<file path="config.mk">
export PLATFORM = sky130hd
export DESIGN_NAME = multiply_group_decoder
export DESIGN_NICKNAME = d
export VERILOG_FILES = /design/src/mult_group_pkg.sv /design/src/multiply_group_decoder.sv /design/src/product_multiplier.sv
export SDC_FILE = /design/constraint.sdc
export NUM_CORES = 1
export LEC_CHECK = 0
export BUFFER_PORTS_ARGS = -buffer_cell sky130_fd_sc_hd__buf_2
export CAP_MARGIN = 20
export CORE_UTILIZATION = 50
export DETAILED_ROUTE_END_ITERATION = 12
export HOLD_SLACK_MARGIN = 0.12
export PLACE_DENSITY = 0.71
export REMOVE_ABC_BUFFERS = 1
export SLEW_MARGIN = 5
export SYNTH_ARGS = -nofsm -noshare
export SYNTH_HDL_FRONTEND = slang
export SYNTH_SLANG_ARGS = --single-unit
</file>
<file path="constraint.sdc">
create_clock -name mclk -period 9.1 [get_ports mclk]
set_input_delay 0.455 -clock mclk [delete_from_list [all_inputs] [get_ports mclk]]
set_output_delay 0.455 -clock mclk [all_outputs]
set_load 0.01 [all_outputs]
</file>
<file path="src/mult_group_pkg.sv">
// constants, types and decode function for the multiply group decoder
// ============================================================
// Overview of operation
// - opcode ce15 adds the shifted product to the accumulator.
// - upper byte 53 loads the product high half from the memory operand.
// - bytes 3c/3d/3f/3e/5b load multiplicand; plain, add, add+move, copy, subtract.
// - bytes 5d/5c are two-word multiply-accumulate, plain and with data move.
// - byte 38 signed multiply, cf unsigned, 101+13-bit constant immediate multiply.
// - byte 3a multiplies and adds previous product, 3b multiplies and subtracts.
// - ce14 copies product to accumulator, ce16 subtracts product from accumulator.
// - byte 7d stores product high half, 7c stores product low half.
// - upper fourteen bits 3382 set the product shift mode from bits 1:0.
// - byte 39 squares and adds previous product, 5a squares and subtracts.
// - compatibility level hides instructions absent from older generations.
package mult_group_pkg;

   // ============================================================
   // opcodes
   localparam logic [15:0] OPC_ADD_PRODUCT = 16'hce15;
   localparam logic [15:0] OPC_COPY_PRODUCT = 16'hce14;
   localparam logic [15:0] OPC_SUB_PRODUCT = 16'hce16;
   localparam logic [13:0] OPC_SET_SHIFT = 14'h3382;
   localparam logic [2:0] OPC_IMM_MULT = 3'h5;
   localparam logic [7:0] HI_LOAD_PH = 8'h53;
   localparam logic [7:0] HI_LOAD_T = 8'h3c;
   localparam logic [7:0] HI_LOAD_T_ACC = 8'h3d;
   localparam logic [7:0] HI_LOAD_T_MOVE = 8'h3f;
   localparam logic [7:0] HI_LOAD_T_COPY = 8'h3e;
   localparam logic [7:0] HI_LOAD_T_SUB = 8'h5b;
   localparam logic [7:0] HI_MAC = 8'h5d;
   localparam logic [7:0] HI_MAC_MOVE = 8'h5c;
   localparam logic [7:0] HI_MUL = 8'h38;
   localparam logic [7:0] HI_MUL_U = 8'hcf;
   localparam logic [7:0] HI_MUL_ADD = 8'h3a;
   localparam logic [7:0] HI_MUL_SUB = 8'h3b;
   localparam logic [7:0] HI_STORE_PH = 8'h7d;
   localparam logic [7:0] HI_STORE_PL = 8'h7c;
   localparam logic [7:0] HI_SQR_ADD = 8'h39;
   localparam logic [7:0] HI_SQR_SUB = 8'h5a;

   // ============================================================
   // field positions and reset values
   localparam int IND_BIT = 7;
   localparam int DP_MSB = 6;
   localparam int SHIFT_MSB = 1;
   localparam int K_MSB = 12;
   localparam logic [31:0] ACC_RST = 32'h0;
   localparam logic [31:0] PROD_RST = 32'h0;
   localparam logic [15:0] MCAND_RST = 16'h0;
   localparam logic [1:0] SHIFT_RST = 2'h0;
   localparam logic [6:0] DP_RST = 7'h0;

   // ============================================================
   // types
   typedef enum logic [4:0] {
      op_none, add_product_to_acc, load_product_high, load_multiplicand,
      load_multiplicand_accumulate, load_multiplicand_accumulate_move,
      load_multiplicand_copy_product, load_multiplicand_subtract, multiply_accumulate,
      multiply_accumulate_move, signed_multiply, unsigned_multiply, immediate_multiply,
      multiply_and_add_previous, multiply_and_sub_previous, copy_product_to_acc,
      subtract_product_from_acc, store_product_high, store_product_low, set_product_shift,
      square_accumulate, square_subtract
   } op_t;
   typedef enum logic [1:0] {acc_keep, acc_add, acc_sub, acc_load} acc_op_t;
   // tier_second: absent from the oldest generation; tier_full: absent from both older ones
   typedef enum logic [1:0] {tier_base, tier_second, tier_full} tier_t;
   typedef struct packed {
      op_t op;
      acc_op_t acc;
      logic mem_ref;
      logic two_word;
      tier_t tier;
   } decoded_t;
   typedef struct packed {
      logic valid;
      logic [15:0] data;
   } store_t;

   function automatic decoded_t mk(input op_t op, input acc_op_t acc, input logic mem, input tier_t tier);
      decoded_t d;
      d.op = op;
      d.acc = acc;
      d.mem_ref = mem;
      d.two_word = (op == multiply_accumulate) || (op == multiply_accumulate_move);
      d.tier = tier;
      return d;
   endfunction

   function automatic decoded_t decode_word(input logic [15:0] w);
      decoded_t d;
      logic [7:0] hi;
      d = mk(op_none, acc_keep, 1'b0, tier_base);
      hi = w[15:8];
      if (w == OPC_ADD_PRODUCT) d = mk(add_product_to_acc, acc_add, 1'b0, tier_base);
      else if (w == OPC_COPY_PRODUCT) d = mk(copy_product_to_acc, acc_load, 1'b0, tier_base);
      else if (w == OPC_SUB_PRODUCT) d = mk(subtract_product_from_acc, acc_sub, 1'b0, tier_base);
      else if (w[15:2] == OPC_SET_SHIFT) d = mk(set_product_shift, acc_keep, 1'b0, tier_second);
      else if (w[15:13] == OPC_IMM_MULT) d = mk(immediate_multiply, acc_keep, 1'b0, tier_base);
      else if (hi == HI_LOAD_PH) d = mk(load_product_high, acc_keep, 1'b1, tier_second);
      else if (hi == HI_LOAD_T) d = mk(load_multiplicand, acc_keep, 1'b1, tier_base);
      else if (hi == HI_LOAD_T_ACC) d = mk(load_multiplicand_accumulate, acc_add, 1'b1, tier_base);
      else if (hi == HI_LOAD_T_MOVE) d = mk(load_multiplicand_accumulate_move, acc_add, 1'b1, tier_base);
      else if (hi == HI_LOAD_T_COPY) d = mk(load_multiplicand_copy_product, acc_load, 1'b1, tier_second);
      else if (hi == HI_LOAD_T_SUB) d = mk(load_multiplicand_subtract, acc_sub, 1'b1, tier_second);
      else if (hi == HI_MAC) d = mk(multiply_accumulate, acc_add, 1'b1, tier_second);
      else if (hi == HI_MAC_MOVE) d = mk(multiply_accumulate_move, acc_add, 1'b1, tier_second);
      else if (hi == HI_MUL) d = mk(signed_multiply, acc_keep, 1'b1, tier_base);
      else if (hi == HI_MUL_U) d = mk(unsigned_multiply, acc_keep, 1'b1, tier_full);
      else if (hi == HI_MUL_ADD) d = mk(multiply_and_add_previous, acc_add, 1'b1, tier_full);
      else if (hi == HI_MUL_SUB) d = mk(multiply_and_sub_previous, acc_sub, 1'b1, tier_full);
      else if (hi == HI_STORE_PH) d = mk(store_product_high, acc_keep, 1'b1, tier_full);
      else if (hi == HI_STORE_PL) d = mk(store_product_low, acc_keep, 1'b1, tier_full);
      else if (hi == HI_SQR_ADD) d = mk(square_accumulate, acc_add, 1'b1, tier_second);
      else if (hi == HI_SQR_SUB) d = mk(square_subtract, acc_sub, 1'b1, tier_second);
      return d;
   endfunction

   // product as seen by the accumulator and the stores: 0 none, 1 left 1, 2 left 4, 3 right 6
   function automatic logic [31:0] product_shift(input logic [31:0] p, input logic [1:0] mode);
      logic [31:0] r;
      unique case (mode)
         2'h0: r = p;
         2'h1: r = {p[30:0], 1'b0};
         2'h2: r = {p[27:0], 4'h0};
         2'h3: r = {{6{p[31]}}, p[31:6]};
      endcase
      return r;
   endfunction

endpackage

</file>
<file path="src/multiply_group_decoder.sv">
// decoder and executor for the multiply, multiplicand and product instruction group
`timescale 1ns/1ps
module multiply_group_decoder (
   input wire logic mclk,
   input wire logic sys_rst,
   input wire logic instr_valid,
   input wire logic [15:0] instr,
   input wire logic [15:0] mem_data,
   input wire mult_group_pkg::tier_t compat_level,
   output logic need_word2,
   output logic [31:0] acc_q,
   output logic [31:0] product_q,
   output logic [15:0] multiplicand_q,
   output logic [1:0] product_shift_field_q,
   output mult_group_pkg::store_t store_q,
   output logic data_move_q,
   output logic indirect_q,
   output logic [6:0] dp_offset_q,
   output logic unavailable_q,
   output logic foreign_q
);
   // ============================================================
   // decode
   typedef enum logic {st_idle = 1'b0, st_word2 = 1'b1} state_t;
   state_t state_q;
   state_t state_d;
   mult_group_pkg::decoded_t dec;
   mult_group_pkg::decoded_t held_q;
   mult_group_pkg::decoded_t cur;
   logic [15:0] hold_mem_q;
   wire in_idle = (state_q == st_idle);
   assign dec = mult_group_pkg::decode_word(instr);
   wire recog = (dec.op != mult_group_pkg::op_none);
   // an instruction above the selected generation is refused and flagged unavailable, not foreign; its address mode is still captured
   wire avail = (dec.tier <= compat_level);
   wire take = instr_valid & in_idle;
   wire start2 = take & recog & avail & dec.two_word;
   wire fire = instr_valid & (in_idle ? (recog & avail & ~dec.two_word) : 1'b1);
   assign cur = in_idle ? dec : held_q;
   wire [15:0] operand = in_idle ? mem_data : hold_mem_q;
   assign need_word2 = ~in_idle;

   // ============================================================
   // datapath selection
   wire [31:0] ps = mult_group_pkg::product_shift(product_q, product_shift_field_q);
   wire is_sqr = cur.op inside {mult_group_pkg::square_accumulate, mult_group_pkg::square_subtract};
   wire is_mac = cur.op inside {mult_group_pkg::multiply_accumulate, mult_group_pkg::multiply_accumulate_move};
   wire is_imm = (cur.op == mult_group_pkg::immediate_multiply);
   wire is_uns = (cur.op == mult_group_pkg::unsigned_multiply);
   wire [15:0] k_ext = {{(15 - mult_group_pkg::K_MSB){instr[mult_group_pkg::K_MSB]}},
                        instr[mult_group_pkg::K_MSB:0]};
   // the second word of a two-word multiply carries the program-memory factor
   wire [15:0] mul_a = (is_sqr | is_mac) ? operand : multiplicand_q;
   wire [15:0] mul_b = is_mac ? instr : (is_imm ? k_ext : operand);
   wire [31:0] mul_p;
   wire mult_load = cur.op inside {mult_group_pkg::multiply_accumulate, mult_group_pkg::multiply_accumulate_move,
      mult_group_pkg::signed_multiply, mult_group_pkg::unsigned_multiply, mult_group_pkg::immediate_multiply,
      mult_group_pkg::multiply_and_add_previous, mult_group_pkg::multiply_and_sub_previous,
      mult_group_pkg::square_accumulate, mult_group_pkg::square_subtract};
   wire t_load = cur.op inside {mult_group_pkg::load_multiplicand, mult_group_pkg::load_multiplicand_accumulate,
      mult_group_pkg::load_multiplicand_accumulate_move, mult_group_pkg::load_multiplicand_copy_product,
      mult_group_pkg::load_multiplicand_subtract, mult_group_pkg::multiply_accumulate,
      mult_group_pkg::multiply_accumulate_move, mult_group_pkg::square_accumulate,
      mult_group_pkg::square_subtract};
   wire ph_load = (cur.op == mult_group_pkg::load_product_high);
   wire shift_load = (cur.op == mult_group_pkg::set_product_shift);
   wire st_hi = (cur.op == mult_group_pkg::store_product_high);
   wire st_lo = (cur.op == mult_group_pkg::store_product_low);
   wire moves = cur.op inside {mult_group_pkg::load_multiplicand_accumulate_move,
      mult_group_pkg::multiply_accumulate_move};

   product_multiplier #(.W(16)) u_mult (
      .a(mul_a),
      .b(mul_b),
      .is_unsigned(is_uns),
      .product(mul_p)
   );

   // previous product is used before the new one replaces it
   logic [31:0] acc_d;
   always_comb begin
      unique case (cur.acc)
         mult_group_pkg::acc_keep: acc_d = acc_q;
         mult_group_pkg::acc_add: acc_d = acc_q + ps;
         mult_group_pkg::acc_sub: acc_d = acc_q - ps;
         mult_group_pkg::acc_load: acc_d = ps;
      endcase
   end

   wire [31:0] prod_d = mult_load ? mul_p : (ph_load ? {operand, product_q[15:0]} : product_q);
   wire [15:0] store_data_d = st_hi ? ps[31:16] : ps[15:0];

   always_comb begin
      state_d = state_q;
      if (start2) begin
         state_d = st_word2;
      end else if (~in_idle & instr_valid) begin
         state_d = st_idle;
      end
   end

   // ============================================================
   // registers
   always_ff @(posedge mclk or posedge sys_rst) begin
      if (sys_rst) begin
         state_q <= st_idle;
         held_q <= '0;
         hold_mem_q <= mult_group_pkg::MCAND_RST;
      end else begin
         state_q <= state_d;
         if (start2) begin
            held_q <= dec;
            hold_mem_q <= mem_data;
         end
      end
   end

   always_ff @(posedge mclk or posedge sys_rst) begin
      if (sys_rst) begin
         acc_q <= mult_group_pkg::ACC_RST;
         product_q <= mult_group_pkg::PROD_RST;
         multiplicand_q <= mult_group_pkg::MCAND_RST;
         product_shift_field_q <= mult_group_pkg::SHIFT_RST;
      end else if (fire) begin
         acc_q <= acc_d;
         product_q <= prod_d;
         if (t_load) begin
            multiplicand_q <= operand;
         end
         if (shift_load) begin
            product_shift_field_q <= instr[mult_group_pkg::SHIFT_MSB:0];
         end
      end
   end

   always_ff @(posedge mclk or posedge sys_rst) begin
      if (sys_rst) begin
         store_q <= '0;
         data_move_q <= 1'b0;
         unavailable_q <= 1'b0;
         foreign_q <= 1'b0;
      end else begin
         store_q.valid <= fire & (st_hi | st_lo);
         store_q.data <= store_data_d;
         data_move_q <= fire & moves;
         unavailable_q <= take & recog & ~avail;
         foreign_q <= take & ~recog;
      end
   end

   // address mode is captured from the opcode word only, not the second word
   always_ff @(posedge mclk or posedge sys_rst) begin
      if (sys_rst) begin
         indirect_q <= 1'b0;
         dp_offset_q <= mult_group_pkg::DP_RST;
      end else if (take & recog & dec.mem_ref) begin
         indirect_q <= instr[mult_group_pkg::IND_BIT];
         dp_offset_q <= instr[mult_group_pkg::IND_BIT] ? mult_group_pkg::DP_RST
                        : instr[mult_group_pkg::DP_MSB:0];
      end
   end

   wire op1 = take & avail;
endmodule

</file>
<file path="src/product_multiplier.sv">
// 16 x 16 multiplier with per-call signed or unsigned operands
`timescale 1ns/1ps
module product_multiplier #(
   parameter int W = 16
) (
   input wire logic [W-1:0] a,
   input wire logic [W-1:0] b,
   input wire logic is_unsigned,
   output logic [2*W-1:0] product
);
   // one extra bit lets a single signed array serve both signednesses
   logic signed [W:0] a_ext;
   logic signed [W:0] b_ext;
   logic signed [2*W+1:0] full;
   assign a_ext = {a[W-1] & ~is_unsigned, a};
   assign b_ext = {b[W-1] & ~is_unsigned, b};
   assign full = a_ext * b_ext;
   assign product = full[2*W-1:0];
endmodule

</file>
==> summary.txt <==
CTS
  – Clock Root Buffer: sky130_fd_sc_hd__clkbuf_16
  – TritonCTS clock tree: yes
  – Maximum root-to-sink buffer count: 2
  – H-tree lvl count: 4
  – Clock transition at the registers of the reported paths: ~60 ps
  – Clock Sink Count: between 100 and 150
  – Clock insertion delay at the later pin of the skew report: 450 ps
  – Total clock buffers created by CTS: 17

Final layout
  – Register Area: around 3400 um^2
  – Filler instances: between 3k and 4k
  – Fraction of layout cells with a size suffix above 1: ~17%
  – Total area of multi-input combinational cells: 14,800 um^2
  – Number of standard cells in the layout, taps in and fillers out: roughly 2.9k
  – Area grow syn2layout: 13.0%
  – Total Nets Final: ~2.8k

Place
  – Placer congestion estimate: slightly below 1
  – Placed cell count: ~2.9k
  – Pre-CTS worst setup slack: -5.20 ps
  – Total half-perimeter wirelength after legalization and detailed placement: between 40 and 50 mm
  – Port-buffer cells: about 150

Route
  – Total vias in the final route: approximately 16k
  – Detailed-route wire length: 59.7 mm
  – Mean routed wirelength per cell: 20.6 um
  – Via density: between 5 and 6
  – Length of the first detailed-routing pass in iterations: 6
  – First DRT Iteration DRCs: 1,280
  – Number of routed nets with antenna violations: 0
  – Post-detailed-route DRC marker count: 0

Setup path
  – Maximum net fanout on the critical path: 12
  – CP Class: input pin to register
  – Crit-path max cell delay: between 700 and 800 ps
  – Element type at the critical path end: register
  – CP Data Required Time: about 9400 ps
  – Critical path data arrival time: around 9000 ps
  – Type of origin of the critical path: input pin
  – Most used cell along the critical path: sky130_fd_sc_hd__fa_1
  – Cell with the biggest individual delay on the critical path: sky130_fd_sc_hd__fa_1

Logic synthesis
  – Number of instances in the synthesized netlist: ~2.2k
  – Sequential area share after synthesis: between 10% and 20%
  – Warnings, synthesis: 0
  – Number of storage elements in the synthesis netlist: about 130
  – Number of flops mapped to enable cells by yosys: 0
  – Ys async rst share: 100%
  – Cell area after synthesis: around 20,000 um^2
  – Synthesized area divided by synthesized cell count: ~9.0 um^2
  – Prevailing post-synth register cell: sky130_fd_sc_hd__dfrtp_1
  – Count of unique library cells instantiated by Yosys: between 70 and 80

STA
  – Max Transition Viols Final: 0
  – Fraction of the cycle the final worst path needs: 95.6%
  – RSZ-0062 raised after global routing: false
  – Least setup slack across all paths after layout: between 400 and 500 ps
  – Slew at the pin with the worst max-slew slack: ~970 ps
  – Count of endpoints failing setup in the final report: 0
  – Max Clock Freq: 115 MHz
  – Clock period minus final worst setup slack: 8700 ps
  – Hold Violations, Final: 0
  – Relative slew margins: a little over a third
  – Post-route clock skew: 13.2 ps

Global route
  – GR met1 Demand/Resource: approximately two fifths
  – Most Used Layer, Global Route: met2
  – Global-route wire length before repair: 94.6 mm
  – Total gr overflow: 0
  – Largest net degree at the start of global routing: between 70 and 80
  – Initial antenna violation count: 0
  – Total routing usage reported by global routing: a little under a third
  – Via count of the first global-routing pass: around 17k
  – Met2 track utilization from global routing: 51.0%
  – Met3 usage: roughly 5.5%

Die
  – Starting utilization of the core area: roughly half
  – Core Box Area: roughly 39,000 um^2
  – Vertical die dimension: 200 um
  – Overall die width: 200 um
  – Floorplan row count: roughly 70
  – Top-level port count: between 100 and 150
  – Die ar.: about 40,000 um^2

Job
  – Max-capacitance violation count: 0

Min path
  – Kind of path behind the tightest hold check: input pin to register

Run status
  – Run status: finished clean
routing by layer:
metal	up-vias	wire length (um)
met5	-	0
li1	7437	-
met3	165	4940
met2	768	28600
met1	8118	23400
met4	0	2740
final cells by class:
class,count,area share [%]
inverter,320,5.42
timing repair buffer,252,7.12
clock buffer,20,2.01
multi-input combinational,1636,66.7
clock inverter,12,0.793
sequential,134,15.1
antenna,1,0.0112
tap,518,2.91
cells by family (layout without fill, tap and decap cells):
| family | Yosys count | after routing | share of synthesized area, % |
|---|---|---|---|
| compound gates | 367 | 367 | 11.4 |
| mux | 126 | 126 | 8.58 |
| flops | 134 | 134 | 17.0 |
| fa+ha+maj | 399 | 399 | 36.1 |
| buf+inv | 407 | 604 | 7.83 |
| other cells | 0 | 1 | 0 |
| xor+xnor | 98 | 98 | 4.36 |
| simple gates | 646 | 646 | 14.7 |
layout by cell type, fill, tap and decap left out, types with 5 or more instances in the layout:
cell type | Yosys | layout
sky130_fd_sc_hd__o21a_1 | 10 | 10
sky130_fd_sc_hd__or2_2 | 7 | 7
sky130_fd_sc_hd__nand3_1 | 20 | 20
sky130_fd_sc_hd__o21ai_0 | 119 | 119
sky130_fd_sc_hd__nor2b_1 | 17 | 17
sky130_fd_sc_hd__inv_1 | 320 | 319
sky130_fd_sc_hd__nor4_1 | 5 | 5
sky130_fd_sc_hd__fa_1 | 283 | 283
sky130_fd_sc_hd__a31oi_1 | 8 | 8
sky130_fd_sc_hd__ha_1 | 116 | 116
sky130_fd_sc_hd__nor3_1 | 10 | 10
sky130_fd_sc_hd__buf_4 | 1 | 99
sky130_fd_sc_hd__a21o_1 | 47 | 47
sky130_fd_sc_hd__mux2_2 | 64 | 64
sky130_fd_sc_hd__clkbuf_16 | 0 | 17
sky130_fd_sc_hd__dfrtp_1 | 134 | 132
sky130_fd_sc_hd__o21ai_1 | 12 | 11
sky130_fd_sc_hd__a21oi_1 | 96 | 94
sky130_fd_sc_hd__buf_2 | 2 | 147
sky130_fd_sc_hd__mux2i_1 | 35 | 35
sky130_fd_sc_hd__o31ai_1 | 18 | 18
sky130_fd_sc_hd__a211oi_1 | 6 | 6
sky130_fd_sc_hd__a211o_1 | 7 | 7
sky130_fd_sc_hd__mux4_2 | 24 | 24
sky130_fd_sc_hd__nand2b_1 | 35 | 35
sky130_fd_sc_hd__or3_1 | 16 | 16
sky130_fd_sc_hd__nand2_1 | 253 | 253
sky130_fd_sc_hd__xor2_1 | 53 | 53
sky130_fd_sc_hd__and2_1 | 15 | 15
sky130_fd_sc_hd__xnor2_1 | 45 | 45
sky130_fd_sc_hd__or2_1 | 5 | 5
sky130_fd_sc_hd__nor3b_1 | 5 | 5
sky130_fd_sc_hd__nand4_1 | 6 | 6
sky130_fd_sc_hd__nor2_1 | 225 | 223
sequential cells by signal, summed over array words and instances, names as in the netlist:
signal,cells
store_q,17
unavailable_q,1
product_q,32
hold_mem_q,16
data_move_q,1
dp_offset_q,7
acc_q,32
need_word2,1
held_q,7
foreign_q,1
product_shift_field_q,2
multiplicand_q,16
indirect_q,1
synthesized netlist by cell type (4+ instances only):
cell type / number / share of area (%)
sky130_fd_sc_hd__o21a_1: 10 / 0.38
sky130_fd_sc_hd__or2_1: 5 / 0.16
sky130_fd_sc_hd__fa_1: 283 / 29
sky130_fd_sc_hd__or2_2: 7 / 0.22
sky130_fd_sc_hd__a21oi_1: 96 / 2.4
sky130_fd_sc_hd__clkbuf_1: 73 / 1.4
sky130_fd_sc_hd__mux4_2: 24 / 2.7
sky130_fd_sc_hd__nor2b_1: 17 / 0.54
sky130_fd_sc_hd__nand4_1: 6 / 0.19
sky130_fd_sc_hd__xor2_1: 53 / 2.4
sky130_fd_sc_hd__nand3_1: 20 / 0.51
sky130_fd_sc_hd__nor2_1: 225 / 4.3
sky130_fd_sc_hd__mux2i_1: 35 / 1.8
sky130_fd_sc_hd__mux2_2: 64 / 3.7
sky130_fd_sc_hd__ha_1: 116 / 7.4
sky130_fd_sc_hd__nor3b_1: 5 / 0.19
sky130_fd_sc_hd__or3_1: 16 / 0.51
sky130_fd_sc_hd__nor3_1: 10 / 0.25
sky130_fd_sc_hd__o21ai_1: 12 / 0.31
sky130_fd_sc_hd__nor4_1: 5 / 0.16
sky130_fd_sc_hd__a21o_1: 47 / 1.8
sky130_fd_sc_hd__a31oi_1: 8 / 0.25
sky130_fd_sc_hd__and3_1: 4 / 0.13
sky130_fd_sc_hd__dfrtp_1: 134 / 17
sky130_fd_sc_hd__and2_1: 15 / 0.48
sky130_fd_sc_hd__o41a_1: 4 / 0.23
sky130_fd_sc_hd__o21bai_1: 5 / 0.19
sky130_fd_sc_hd__a211oi_1: 6 / 0.23
sky130_fd_sc_hd__xnor2_1: 45 / 2.0
sky130_fd_sc_hd__nand2_1: 253 / 4.8
sky130_fd_sc_hd__buf_1: 10 / 0.19
sky130_fd_sc_hd__nand2b_1: 35 / 1.1
sky130_fd_sc_hd__o21ai_0: 119 / 3.0
sky130_fd_sc_hd__a211o_1: 7 / 0.31
sky130_fd_sc_hd__o31ai_1: 18 / 0.69
sky130_fd_sc_hd__inv_1: 320 / 6.1
worst paths after layout:
kind | start | end | slack [ps] | cells past startpoint
setup / recovery | instr[13] | product_q[29] | 400 | 30
hold / removal | mem_data[14] | hold_mem_q[14] | 260 | 2
setup reg to reg | need_word2 | product_q[29] | 620 | 28
hold reg to reg | held_q[9] | held_q[9] | 470 | 1
max in group asynchronous | sys_rst | need_word2 | 7020 | 4
min in group asynchronous | sys_rst | acc_q[12] | 630 | 3
critical path, delay by kind of cell:
kind | cells | cell delay [ps]
adder cells (fa/ha/maj) | 7 | 3520
AND/OR/NAND/NOR | 9 | 2490
AO/OA/AOI/OAI | 8 | 1860
buffers and inverters | 5 | 570
multiplexers | 1 | 90
what timing repair did:
action | in CTS | in global routing
setup endpoints to repair | 0 | 5
hold buffers | 1 | 0
hold endpoints to repair | 13 | 0
buffers inserted | 0 | 2
resized for setup | 0 | 2
through the flow:
| stage | utilization [%] | setup TNS (ps) | area (um^2) | hold WS, ps |
|---|---|---|---|---|
| 2_1_floorplan | - | -12420 | 19400 | 430 |
| 3_3_place_gp | 55.7 | 0 | 21600 | 447 |
| 3_5_place_dp | 55.7 | -5.20 | 21600 | 462 |
| 4_1_cts | 57.3 | 0 | 22200 | 239 |
| 5_1_grt | 57.4 | 0 | 22200 | 244 |
| 6_report | 57.4 | 0 | 22300 | 256 |
Power is left out: the tool's default activity adds up to more than one toggle a clock period on the data nets, which glitch-free logic cannot reach.
